**src/clock_tree_pkg.sv**
```systemverilog
// Shared constants for the display clock tree: sizes, register map,
// field positions, reset values and divider counts.
// Assumes both ends and the testbench refer to names as clock_tree_pkg::name.
package clock_tree_pkg;

  // ************************************************************
  // Sizes
  // ************************************************************
  localparam int NUM_TRANS = 4;
  localparam int NUM_PORTS = 4;
  localparam int NUM_DISPLAY_PLL  = 2;
  localparam logic [1:0] PORT_A    = 2'h0;
  localparam int         TRANS_EDP = 0;

  // ************************************************************
  // Divider and timing counts (in ticks)
  // ************************************************************
  localparam logic [2:0] SYMBOL_DIV_LAST = 3'h4;   // Divide by 5
  localparam logic [3:0] BYTE_HALF_LAST  = 4'hF;   // 16 half periods of 8X
  localparam logic [4:0] LOCK_REF_TICKS  = 5'h10;  // Reference ticks to lock

  // ************************************************************
  // Reference strap codes and frequencies in kHz
  // ************************************************************
  localparam logic [1:0]  STRAP_24       = 2'h0;
  localparam logic [1:0]  STRAP_19P2     = 2'h1;
  localparam logic [1:0]  STRAP_38P4     = 2'h2;
  localparam logic [15:0] REF_24_KHZ     = 16'h5DC0;
  localparam logic [15:0] REF_19P2_KHZ   = 16'h4B00;
  localparam logic [15:0] REF_38P4_KHZ   = 16'h9600;
  localparam logic [23:0] FALLBACK_KHZ   = 24'h00_C350;

  // ************************************************************
  // Register offsets (byte addresses)
  // ************************************************************
  localparam logic [7:0] CORE_CTL_OFS  = 8'h00;
  localparam logic [7:0] TRANS_SEL_OFS = 8'h04;
  localparam logic [7:0] DSI_CTL_OFS   = 8'h08;
  localparam logic [7:0] STATUS_OFS    = 8'h0C;
  localparam logic [7:0] FREQ_OFS      = 8'h10;

  // ************************************************************
  // Field positions
  // ************************************************************
  localparam int CORE_EN_BIT   = 0;
  localparam int CORE_DIV_LSB  = 1;   // 2 bits
  localparam int CORE_RAT_LSB  = 8;   // 7 bits
  localparam int TSEL_WIDTH    = 3;   // Per transcoder, 0 = off
  localparam int DSI_EN_BIT    = 0;
  localparam int DSI_PLL_BIT   = 1;
  localparam int DSI_ESC_LSB   = 8;   // 8 bits
  localparam int ST_LOCK_BIT   = 0;
  localparam int ST_ONPLL_BIT  = 1;
  localparam int ST_STRAP_LSB  = 2;   // 2 bits
  localparam int ST_TACT_LSB   = 4;   // NUM_TRANS bits

  // ************************************************************
  // Reset values
  // ************************************************************
  localparam logic [31:0] CORE_CTL_RST  = 32'h0000_0002;  // PLL off, divider 1
  localparam logic [31:0] TRANS_SEL_RST = 32'h0000_0000;  // All off
  localparam logic [31:0] DSI_CTL_RST   = 32'h0000_0100;  // Off, divisor 1

endpackage

```
**src/clock_tree_if.sv**
```systemverilog
// Control and status link between the register end and the clock tree.
// Assumes both ends share clk; the testbench instantiates and joins them.
`timescale 1ns/1ps
interface clock_tree_if;
  logic                                               pll_enable;
  logic [1:0]                                         double_div;
  logic [6:0]                                         pll_ratio;
  logic [clock_tree_pkg::NUM_TRANS*clock_tree_pkg::TSEL_WIDTH-1:0] trans_sel;
  logic                                               dsi_enable;
  logic                                               dsi_pll_sel;
  logic [7:0]                                         esc_div;
  logic                                               pll_locked;
  logic                                               core_on_pll;
  logic [1:0]                                         strap;
  logic [clock_tree_pkg::NUM_TRANS-1:0]               trans_active;
  logic [23:0]                                        core_freq_khz;

  modport device (
    input  pll_enable, double_div, pll_ratio, trans_sel, dsi_enable, dsi_pll_sel, esc_div,
    output pll_locked, core_on_pll, strap, trans_active, core_freq_khz
  );
  modport controller (
    output pll_enable, double_div, pll_ratio, trans_sel, dsi_enable, dsi_pll_sel, esc_div,
    input  pll_locked, core_on_pll, strap, trans_active, core_freq_khz
  );
endinterface

```
**src/clock_tree_core.sv**
```systemverilog
// Display clock tree: transcoder symbol clocks, core display clock with
// fallback, and DSI 8X/4X levels; symbol, core, byte and escape clocks as tick enables.
// Assumes every tick input is a one-cycle pulse synchronous to clk.
`timescale 1ns/1ps

module clock_tree_core (
  input  wire logic                                 clk,
  input  wire logic                                 rst_n,
  clock_tree_if.device                              ctl,
  input  wire logic                                 ref_tick,
  input  wire logic                                 fallback_tick,
  input  wire logic                                 core_pll_tick,
  input  wire logic                                 power_save,
  input  wire logic [1:0]                           strap_in,
  input  wire logic [clock_tree_pkg::NUM_PORTS-1:0] port_tick,
  input  wire logic [clock_tree_pkg::NUM_DISPLAY_PLL-1:0]  display_pll_tick,
  input  wire logic [7:0]                           dsi_byte_in,
  output logic      [clock_tree_pkg::NUM_TRANS-1:0] trans_sym_tick,
  output logic                                      cd_tick,
  output logic                                      cd2x_tick,
  output logic                                      dsi_8x_lvl,
  output logic                                      dsi_4x_lvl,
  output logic                                      dsi_4x_q_lvl,
  output logic                                      dsi_byte_tick,
  output logic                                      dsi_esc_tick,
  output logic                                      dsi_fwd_tick,
  output logic      [7:0]                           dsi_fwd_byte
);

  // ************************************************************
  // Strap capture after reset release
  // ************************************************************
  logic       strap_done_r;
  logic [1:0] strap_r;
  always_ff @(posedge clk or negedge rst_n) begin
    if (!rst_n) begin
      strap_done_r <= 1'b0;
      strap_r      <= clock_tree_pkg::STRAP_24;
    end else if (!strap_done_r) begin
      strap_done_r <= 1'b1;
      strap_r      <= strap_in;
    end
  end
  assign ctl.strap = strap_r;

  // ************************************************************
  // Core display PLL enable and lock
  // ************************************************************
  wire logic pll_run = ctl.pll_enable && !power_save;
  logic [4:0] lock_cnt_r;
  wire logic  locked = lock_cnt_r == clock_tree_pkg::LOCK_REF_TICKS;
  always_ff @(posedge clk or negedge rst_n) begin
    if (!rst_n) lock_cnt_r <= 5'h00;
    else if (!pll_run) lock_cnt_r <= 5'h00;
    else if (ref_tick && !locked) lock_cnt_r <= 5'(lock_cnt_r + 5'h01);
  end

  // ************************************************************
  // Double clock divider after the PLL
  // ************************************************************
  wire logic [1:0] div_eff = (ctl.double_div == 2'h0) ? 2'h1 : ctl.double_div;
  logic [1:0] div_cnt_r;
  wire logic  div_last = div_cnt_r == 2'(div_eff - 2'h1);
  wire logic  pll_div_tick = core_pll_tick && locked && div_last;
  always_ff @(posedge clk or negedge rst_n) begin
    if (!rst_n) div_cnt_r <= 2'h0;
    else if (!locked) div_cnt_r <= 2'h0;
    else if (core_pll_tick) div_cnt_r <= div_last ? 2'h0 : 2'(div_cnt_r + 2'h1);
  end

  // ************************************************************
  // Core clock source select with fallback
  // ************************************************************
  // Source flips only in a quiet cycle, at a whole 1X period while locked, so no
  // shortened pulse ever reaches the engine; costs a few cycles of latency.
  logic      on_pll_r;
  logic      cd_phase_r;
  // A lost lock stops the PLL ticks, so the odd phase is dropped there;
  // waiting for an even phase on a dead source would never leave it.
  wire logic quiet = !core_pll_tick && !fallback_tick && (!cd_phase_r || !locked);
  wire logic src2x = on_pll_r ? pll_div_tick : fallback_tick;
  always_ff @(posedge clk or negedge rst_n) begin
    if (!rst_n) begin
      on_pll_r   <= 1'b0;
      cd_phase_r <= 1'b0;
      cd2x_tick  <= 1'b0;
      cd_tick    <= 1'b0;
    end else begin
      if (on_pll_r != locked && quiet) begin
        on_pll_r   <= locked;
        cd_phase_r <= 1'b0;
      end else if (src2x) begin
        cd_phase_r <= !cd_phase_r;
      end
      cd2x_tick <= src2x;
      cd_tick   <= src2x && cd_phase_r;
    end
  end
  assign ctl.core_on_pll = on_pll_r;

  // ************************************************************
  // Core frequency readback
  // ************************************************************
  // PLL output halves the ratio product; 2X divider then divides by div_eff
  wire logic [15:0] ref_khz = (strap_r == clock_tree_pkg::STRAP_19P2) ? clock_tree_pkg::REF_19P2_KHZ :
                              (strap_r == clock_tree_pkg::STRAP_38P4) ? clock_tree_pkg::REF_38P4_KHZ :
                              clock_tree_pkg::REF_24_KHZ;
  wire logic [22:0] prod = 23'(ref_khz) * 23'(ctl.pll_ratio);
  wire logic [22:0] quot = 23'((prod >> 1) / 23'(div_eff));
  logic [23:0] freq_r;
  logic        locked_r;
  always_ff @(posedge clk or negedge rst_n) begin
    if (!rst_n) begin
      freq_r   <= clock_tree_pkg::FALLBACK_KHZ;
      locked_r <= 1'b0;
    end else begin
      freq_r   <= on_pll_r ? 24'(quot) : clock_tree_pkg::FALLBACK_KHZ;
      locked_r <= locked;
    end
  end
  assign ctl.core_freq_khz = freq_r;
  assign ctl.pll_locked    = locked_r;

  // ************************************************************
  // Transcoder symbol clocks
  // ************************************************************
  logic [clock_tree_pkg::NUM_TRANS-1:0] tact_r;
  genvar t;
  generate
    for (t = 0; t < clock_tree_pkg::NUM_TRANS; t++) begin : g_trans
      wire logic [2:0] sel  = ctl.trans_sel[t*clock_tree_pkg::TSEL_WIDTH +: 3];
      wire logic [1:0] pidx = 2'(sel - 3'h1);
      wire logic       ok   = sel != 3'h0 && sel <= 3'(clock_tree_pkg::NUM_PORTS)
                              && (pidx != clock_tree_pkg::PORT_A || t == clock_tree_pkg::TRANS_EDP);
      wire logic       ptk  = ok && port_tick[pidx];
      logic [2:0]      cnt_r;
      wire logic       last = cnt_r == clock_tree_pkg::SYMBOL_DIV_LAST;
      always_ff @(posedge clk or negedge rst_n) begin
        if (!rst_n) begin
          cnt_r             <= 3'h0;
          trans_sym_tick[t] <= 1'b0;
          tact_r[t]         <= 1'b0;
        end else begin
          tact_r[t]         <= ok;
          trans_sym_tick[t] <= ptk && last;
          if (!ok) cnt_r <= 3'h0;
          else if (ptk) cnt_r <= last ? 3'h0 : 3'(cnt_r + 3'h1);
        end
      end
    end
  endgenerate
  assign ctl.trans_active = tact_r;

  // ************************************************************
  // DSI clocks
  // ************************************************************
  // display_pll_tick marks each half period of the 8X clock, so a one-tick
  // offset of the 4X copy is a quarter of its period.
  wire logic dsi_edge = ctl.dsi_enable && display_pll_tick[ctl.dsi_pll_sel];
  wire logic [7:0] esc_eff = (ctl.esc_div == 8'h00) ? 8'h01 : ctl.esc_div;
  logic [3:0] half_r;
  logic [7:0] esc_r;
  wire logic  full8 = dsi_edge && half_r[0];
  wire logic  byte_now = dsi_edge && half_r == clock_tree_pkg::BYTE_HALF_LAST;
  wire logic  esc_last = esc_r == 8'(esc_eff - 8'h01);
  always_ff @(posedge clk or negedge rst_n) begin
    if (!rst_n) begin
      half_r        <= 4'h0;
      esc_r         <= 8'h00;
      dsi_8x_lvl    <= 1'b0;
      dsi_4x_lvl    <= 1'b0;
      dsi_4x_q_lvl  <= 1'b0;
      dsi_byte_tick <= 1'b0;
      dsi_esc_tick  <= 1'b0;
      dsi_fwd_tick  <= 1'b0;
      dsi_fwd_byte  <= 8'h00;
    end else if (!ctl.dsi_enable) begin
      half_r        <= 4'h0;
      esc_r         <= 8'h00;
      dsi_8x_lvl    <= 1'b0;
      dsi_4x_lvl    <= 1'b0;
      dsi_4x_q_lvl  <= 1'b0;
      dsi_byte_tick <= 1'b0;
      dsi_esc_tick  <= 1'b0;
      dsi_fwd_tick  <= 1'b0;
    end else begin
      if (dsi_edge) begin
        half_r     <= 4'(half_r + 4'h1);
        dsi_8x_lvl <= !dsi_8x_lvl;
      end
      if (dsi_edge && half_r[0])  dsi_4x_lvl   <= !dsi_4x_lvl;
      if (dsi_edge && !half_r[0]) dsi_4x_q_lvl <= !dsi_4x_q_lvl;
      dsi_byte_tick <= byte_now;
      if (full8) esc_r <= esc_last ? 8'h00 : 8'(esc_r + 8'h01);
      dsi_esc_tick <= full8 && esc_last;
      dsi_fwd_tick <= byte_now;
      if (byte_now) dsi_fwd_byte <= dsi_byte_in;
    end
  end

endmodule

```
**src/flat_wrapper.sv**
```systemverilog
// flat-port wrapper written by rule: the top's interface ports become plain ports
module clock_tree_core_flat 
  (clk, rst_n, ref_tick, fallback_tick, core_pll_tick, power_save, strap_in, port_tick, display_pll_tick, dsi_byte_in, trans_sym_tick, cd_tick, cd2x_tick, dsi_8x_lvl, dsi_4x_lvl, dsi_4x_q_lvl, dsi_byte_tick, dsi_esc_tick, dsi_fwd_tick, dsi_fwd_byte, ctl_pll_enable, ctl_double_div, ctl_pll_ratio, ctl_trans_sel, ctl_dsi_enable, ctl_dsi_pll_sel, ctl_esc_div, ctl_pll_locked, ctl_core_on_pll, ctl_strap, ctl_trans_active, ctl_core_freq_khz);
  clock_tree_if ctl_i ();
  input  wire logic clk;
  input  wire logic rst_n;
  input  wire logic ref_tick;
  input  wire logic fallback_tick;
  input  wire logic core_pll_tick;
  input  wire logic power_save;
  input  wire logic [1:0] strap_in;
  input  wire logic [clock_tree_pkg::NUM_PORTS-1:0] port_tick;
  input  wire logic [clock_tree_pkg::NUM_DISPLAY_PLL-1:0] display_pll_tick;
  input  wire logic [7:0] dsi_byte_in;
  output logic      [clock_tree_pkg::NUM_TRANS-1:0] trans_sym_tick;
  output logic cd_tick;
  output logic cd2x_tick;
  output logic dsi_8x_lvl;
  output logic dsi_4x_lvl;
  output logic dsi_4x_q_lvl;
  output logic dsi_byte_tick;
  output logic dsi_esc_tick;
  output logic dsi_fwd_tick;
  output logic      [7:0] dsi_fwd_byte;
  input wire logic [$bits(ctl_i.pll_enable)-1:0] ctl_pll_enable;
  input wire logic [$bits(ctl_i.double_div)-1:0] ctl_double_div;
  input wire logic [$bits(ctl_i.pll_ratio)-1:0] ctl_pll_ratio;
  input wire logic [$bits(ctl_i.trans_sel)-1:0] ctl_trans_sel;
  input wire logic [$bits(ctl_i.dsi_enable)-1:0] ctl_dsi_enable;
  input wire logic [$bits(ctl_i.dsi_pll_sel)-1:0] ctl_dsi_pll_sel;
  input wire logic [$bits(ctl_i.esc_div)-1:0] ctl_esc_div;
  output wire logic [$bits(ctl_i.pll_locked)-1:0] ctl_pll_locked;
  output wire logic [$bits(ctl_i.core_on_pll)-1:0] ctl_core_on_pll;
  output wire logic [$bits(ctl_i.strap)-1:0] ctl_strap;
  output wire logic [$bits(ctl_i.trans_active)-1:0] ctl_trans_active;
  output wire logic [$bits(ctl_i.core_freq_khz)-1:0] ctl_core_freq_khz;
  assign ctl_i.pll_enable = ctl_pll_enable;
  assign ctl_i.double_div = ctl_double_div;
  assign ctl_i.pll_ratio = ctl_pll_ratio;
  assign ctl_i.trans_sel = ctl_trans_sel;
  assign ctl_i.dsi_enable = ctl_dsi_enable;
  assign ctl_i.dsi_pll_sel = ctl_dsi_pll_sel;
  assign ctl_i.esc_div = ctl_esc_div;
  assign ctl_pll_locked = ctl_i.pll_locked;
  assign ctl_core_on_pll = ctl_i.core_on_pll;
  assign ctl_strap = ctl_i.strap;
  assign ctl_trans_active = ctl_i.trans_active;
  assign ctl_core_freq_khz = ctl_i.core_freq_khz;
  clock_tree_core u_core (.clk(clk), .rst_n(rst_n), .ctl(ctl_i), .ref_tick(ref_tick), .fallback_tick(fallback_tick), .core_pll_tick(core_pll_tick), .power_save(power_save), .strap_in(strap_in), .port_tick(port_tick), .display_pll_tick(display_pll_tick), .dsi_byte_in(dsi_byte_in), .trans_sym_tick(trans_sym_tick), .cd_tick(cd_tick), .cd2x_tick(cd2x_tick), .dsi_8x_lvl(dsi_8x_lvl), .dsi_4x_lvl(dsi_4x_lvl), .dsi_4x_q_lvl(dsi_4x_q_lvl), .dsi_byte_tick(dsi_byte_tick), .dsi_esc_tick(dsi_esc_tick), .dsi_fwd_tick(dsi_fwd_tick), .dsi_fwd_byte(dsi_fwd_byte));
endmodule
```
**config.mk**
```make
export PLATFORM = sky130hd
export DESIGN_NAME = clock_tree_core_flat
export DESIGN_NICKNAME = d
export VERILOG_FILES = /design/src/clock_tree_pkg.sv /design/src/clock_tree_if.sv /design/src/clock_tree_core.sv /design/src/flat_wrapper.sv
export SDC_FILE = /design/constraint.sdc
export NUM_CORES = 1
export LEC_CHECK = 0
export BUFFER_PORTS_ARGS = -buffer_cell sky130_fd_sc_hd__buf_2
export CELL_PAD_IN_SITES_DETAIL_PLACEMENT = 0
export CELL_PAD_IN_SITES_GLOBAL_PLACEMENT = 1
export CORE_MARGIN = 8
export CORE_UTILIZATION = 47
export DETAILED_ROUTE_END_ITERATION = 6
export GPL_ROUTABILITY_DRIVEN = 0
export PLACE_DENSITY_LB_ADDON = 0.1
export SYNTH_ARGS = -nofsm -noshare
export SYNTH_HDL_FRONTEND = slang
export SYNTH_SLANG_ARGS = --single-unit
```
**constraint.sdc**
```tcl
create_clock -name clk -period 43.4 [get_ports clk]
set_input_delay 2.17 -clock clk [delete_from_list [all_inputs] [get_ports clk]]
set_output_delay 2.17 -clock clk [all_outputs]
set_load 0.01 [all_outputs]
```
# Word-level counts from Yosys, hierarchy flattened
# Index checks and enable logic that the tools add are counted.
word_totals:
  reg_bits: 84
  input_bits: 54
  wordCells: 172
classes:
  n_addsub: 14
  multipliers: 1
  div_mod_pow: 1
  magnitude_cmp: 9
  eq_ne: 20
  n_mux: 48
  reduce_logical: 49
ops:
  columns: ["cell", "count"]
  rows:
  - ["$mux W3", 12]
  - ["$mux W16", 2]
  - ["$mux W8", 4]
  - ["$logic_and A1 B1 Y1", 28]
  - ["$div A22 B2 Y23", 1]
  - ["$mul A16 B7 Y23", 1]
  - ["$mux W23", 1]
  - ["$mux W1", 17]
  - ["$add A3 B1 Y3 const B", 4]
  - ["$eq A3 B3 Y1 const B", 4]
  - ["$le A3 B3 Y1 const B", 4]
  - ["$lt A2 B3 Y1 const B", 4]
  - ["$ne A2 B2 Y1 const B", 6]
  - ["$reduce_bool A3 Y1", 4]
  - ["$mux W5", 2]
  - ["$sub A2 B1 Y2 const B", 5]
  - ["$logic_not A1 Y1", 9]
  - ["$add A8 B1 Y8 const B", 1]
  - ["$bmux W1 S2", 4]
  - ["$eq A8 B8 Y1", 1]
  - ["$logic_not A8 Y1", 1]
  - ["$mux W2", 4]
  - ["$mux W4", 2]
  - ["$reduce_bool A2 Y1", 4]
  - ["other kinds (15)", 17]

# Longest topological paths before layout
logic_depth:
  ltp_word: 8
  ltp_mapped: 182
  ltp_nobuf: 171

# Least setup slack after synthesis
# No wires, ideal clock.
synth_timing:
  path_type: "input port to flip-flop"
  start: "input port ctl_pll_ratio[5]"
  end: "register u_core.freq_r[0], in the netlist u_core.ctl.core_freq_khz[0]"
  setup_time_ns: 0.129
  t_arrival_ns: 37.450
  t_required_ns: 43.271
  slack_ns: 5.820
  path_stages: 176
  path_cell_list: "nor2b_1 -> fa_1 -> inv_1 -> fa_1 -> inv_1 -> fa_1 -> inv_1 -> fa_1 -> inv_1 -> ha_1 -> a211oi_1 -> o21bai_1 -> nand2_1 -> nand3_1 -> xnor2_1 -> ha_1 -> o21ai_0 -> nand2_1 -> [... 140 more ...] -> buf_4 -> buf_6 -> nor2_1 -> ha_1 -> nor2_1 -> a21o_1 -> o21a_2 -> inv_2 -> nor3_2 -> nor2_1 -> ha_1 -> nor2_1 -> nand3_1 -> nor4_1 -> nand4_1 -> nor2_1 -> a21oi_1 -> o41a_1"
synth_via:
  elab_chain_cells: 3
synth_rtl:
  columns: ["item", "line", "source"]
  rows:
  - ["from (decl)", "flat_wrapper.sv:27", "input wire logic [$bits(ctl_i.pll_ratio)-1:0] ctl_pll_ratio;"]
  - ["$mul A16 B7 Y23", "clock_tree_core.sv:108", "wire logic [22:0] prod = 23'(ref_khz) * 23'(ctl.pll_ratio);"]
  - ["$div A22 B2 Y23", "clock_tree_core.sv:109", "wire logic [22:0] quot = 23'((prod >> 1) / 23'(div_eff));"]
  - ["$mux W23", "clock_tree_core.sv:117", "freq_r <= on_pll_r ? 24'(quot) : clock_tree_pkg::FALLBACK_KHZ;"]
  - ["to (signal assigned)", "clock_tree_core.sv:114", "freq_r <= clock_tree_pkg::FALLBACK_KHZ;"]
  - ["to (signal assigned)", "clock_tree_core.sv:117", null]
  - ["to (decl)", "clock_tree_core.sv:110", "logic [23:0] freq_r;"]
# Every way passes these cells.
# A chain may end at the register's enable or synchronous reset.

# Worst setup path after layout
# Same ends and word-level chain as after synthesis.

==> qor.txt <==
====================================================================================================
Crit end category                                                                          flip-flop
Max transition margin                                                                         22.33%
Total clock sinks                                                                                 83
Outcome                                                                                 finished clean
Highest routed layer                                                                            met4
Top cell by count, worst path                                                                   ha_1
Max Root-Sink Buffers                                                                              2
Post-route worst setup slack                                                                 3017 ps
Critical Path Fanout Max                                                                          17
Height of the die                                                                           195.2 um
Cell area after technology mapping                                                        15100 um^2
Tightest Pin Transition                                                                      1149 ps
Fin nets                                                                                        2228
GR Util All Layers                                                                            22.31%
WP data required                                                                            43630 ps
Clock-pin slew reported for the worst setup and hold paths after clock tree synthesis          60 ps
Crit-path max cell delay                                                                      630 ps
Commonest cells after routing, fill and taps aside                                      193 x nand2_1, 176 x nor2_1, 111 x a21oi_1
Async S/R FF share, synth                                                                     100.0%
Number of distinct library cells after synthesis                                                 143
# setup viols final                                                                                0
Antenna violations before repair                                                                   1
Number of buffers created by CTS                                                                   9
Width of the die                                                                            195.2 um
Routed length per placed instance                                                           17.88 um
Worst Path Class, Setup                                                                       in2reg
Clock Skew                                                                                  25.57 ps
Number of port buffers                                                                           104
Layout cells sized above 1                                                                    16.82%
Cell chosen for the clock root                                                             clkbuf_16
Vias in the first global route                                                                 13974
Sequential share of the synthesized area                                                      13.81%
Number of remaining DRC errors                                                                     0
Average cell area after synthesis                                                         7.739 um^2
Yosys warning total                                                                                0
Global-route wire length before repair                                                      72.02 mm
Total number of placement rows                                                                    65
Crit-path leading delay family                                                          simple AND/OR/NAND/NOR gates
Met3 Wirelength                                                                             2.097 mm
Detailed-route wire length on metal 1                                                       21.97 mm
Launching element type of the critical path                                             primary input
Critical path buffers and inverters                                                                8
Ports placed on the boundary                                                                     106
Count of flip-flops with a built-in enable after synthesis                                         0
Primary flip-flop cell chosen by synthesis mapping                                           dfrtp_1
Met2 wire length                                                                            18.86 mm
Total vias in the final route                                                                  14854
Number of hold violations in the final report                                                      0
Path type of the worst min-delay path                                                        reg2reg
Die Footprint                                                                             38120 um^2
Core Footprint                                                                            31640 um^2
Final period utilization                                                                      93.05%
Setup WS pre-CTS                                                                            848.7 ps
Minimum clock period after layout                                                           40380 ps
Max-slew violation total from the final report                                                     0
Synth-to-Final Area Change                                                                    8.054%
Unrepaired setup endpoints after global routing                                                false
Half-perimeter wire length after placement                                                  35.27 mm
Count of mapped cells out of synthesis                                                          1951
Design Area, Final                                                                        16320 um^2
Most frequent standard cell in the layout excluding fill and tap cells                       nand2_1
Overflow after GRT                                                                                 0
Drt via density                                                                                6.085
Max Cap Violations                                                                                 0
CTS tree                                                                                       built
Number of synthesized register bits                                                               83
Total negative slack                                                                            0 ps
Max frequency                                                                            0.02476 GHz
Initial Utilization                                                                           47.73%
Cell with the biggest individual delay on the critical path                                    or4_1
# diodes                                                                                           0
Depth of the CTS H-tree                                                                            3
Number of DRC markers in iteration 0                                                             997
DP Area                                                                                   15880 um^2
Number of detailed-routing iterations run before antenna repair                                    5
Insertion delay of the later-clocked pin in the worst-skew pair                               370 ps
Largest net degree at the start of global routing                                                 66
Data arrival time of the worst path                                                         40610 ps
Final antenna-violating net count                                                                  0
Detailed-route wire length                                                                  43.64 mm
Filler cell count                                                                               3150
====================================================================================================
registers in the layout (all words and copies together) (netlist names), 4 cells and up:
| signal | count |
|---|---|
| u_core.lock_cnt_r | 5 |
| u_core.trans_sym_tick | 4 |
| u_core.dsi_fwd_byte | 8 |
| u_core.ctl.trans_active | 4 |
| u_core.ctl.core_freq_khz | 23 |
| u_core.esc_r | 8 |
| u_core.half_r | 4 |
| u_core.g_trans.cnt_r | 12 |
cell type report:
class                           count  area [um^2]  share of cell area (%)
Multi-Input combinational cell   1712        12370                   75.81
Inverter                          109        409.1                   2.508
Clock inverter                      4        51.30                  0.3144
Clock buffer                       11        242.7                   1.488
Tap cell                          402        503.0                   3.083
Timing Repair Buffer              120        655.6                   4.018
Sequential cell                    83         2085                   12.78
routing by layer:
| metal | global-route usage, % | vias up |
|---|---|---|
| met5 | 0 | - |
| li1 | - | 7387 |
| met2 | 35.08 | 417 |
| met4 | 5.222 | 0 |
| met3 | 2.820 | 47 |
| met1 | 32.04 | 7003 |
synth_stat cells (25+ instances only):
library cell,count,area share [%]
nand2_1,194,4.8
ha_1,107,8.9
mux2i_1,26,1.7
o21a_1,27,1.3
a21oi_1,115,3.8
a31oi_1,27,1.1
fa_1,32,4.2
nor2b_1,25,1.0
or2_2,31,1.3
nand3_1,69,2.3
xnor2_1,68,3.9
o21ai_0,92,3.0
xor2_1,30,1.7
nor3_1,76,2.5
inv_1,107,2.7
dfrtp_1,77,13
and2_1,49,2.0
o211ai_1,26,1.3
nor2_1,179,4.4
nand2b_1,36,1.5
tightest hold or removal path: stages, from the launching register on:
cell,delay [ps]
dfrtp_1,340
nand2_1,50
nand2_1,50
final timing paths:
kind,startpoint,endpoint,slack [ps],cells past startpoint
min reg2reg,u_core.dsi_fwd_byte[5],u_core.dsi_fwd_byte[5],460,2
max reg2reg,u_core.ctl.strap[0],u_core.ctl.core_freq_khz[0],3970,167
max in group asynchronous,rst_n,u_core.ctl.core_freq_khz[3],40520,2
min in group asynchronous,rst_n,u_core.g_trans[3].cnt_r[1],1680,1
max,ctl_pll_ratio[5],u_core.ctl.core_freq_khz[0],3020,163
min,u_core.dsi_fwd_byte[5],u_core.dsi_fwd_byte[5],460,2
per-stage QoR:
stage               hold slack [ps]  util [%]  std cells
floorplan                     505.4         -       1953
global placement              452.1     50.19       2419
detailed placement            457.1     50.19       2419
CTS                           472.6     51.12       2434
global route                  501.1     51.57       2441
finish                        464.9     51.57       2441
kinds of logic (layout without fill, tap and decap cells):
kind of cell	count (synthesis)	count (layout)	share of synthesized area, %
other cells	2	4	0.04974
flops	83	83	13.81
mux	54	54	4.292
compound gates	539	539	26.38
simple gates	876	876	31.62
buf+inv	158	244	4.839
fa+ha+maj	139	139	13.11
xor+xnor	100	100	5.900
timing repair:
item	in CTS	in global routing
buffers inserted	0	7
hold buffers	0	0
resized for setup	0	24
endpoints found under the hold margin	0	0
setup endpoints to repair	0	3
Power is left out: the tool's default activity adds up to more than one toggle a clock period on the data nets, which glitch-free logic cannot reach.
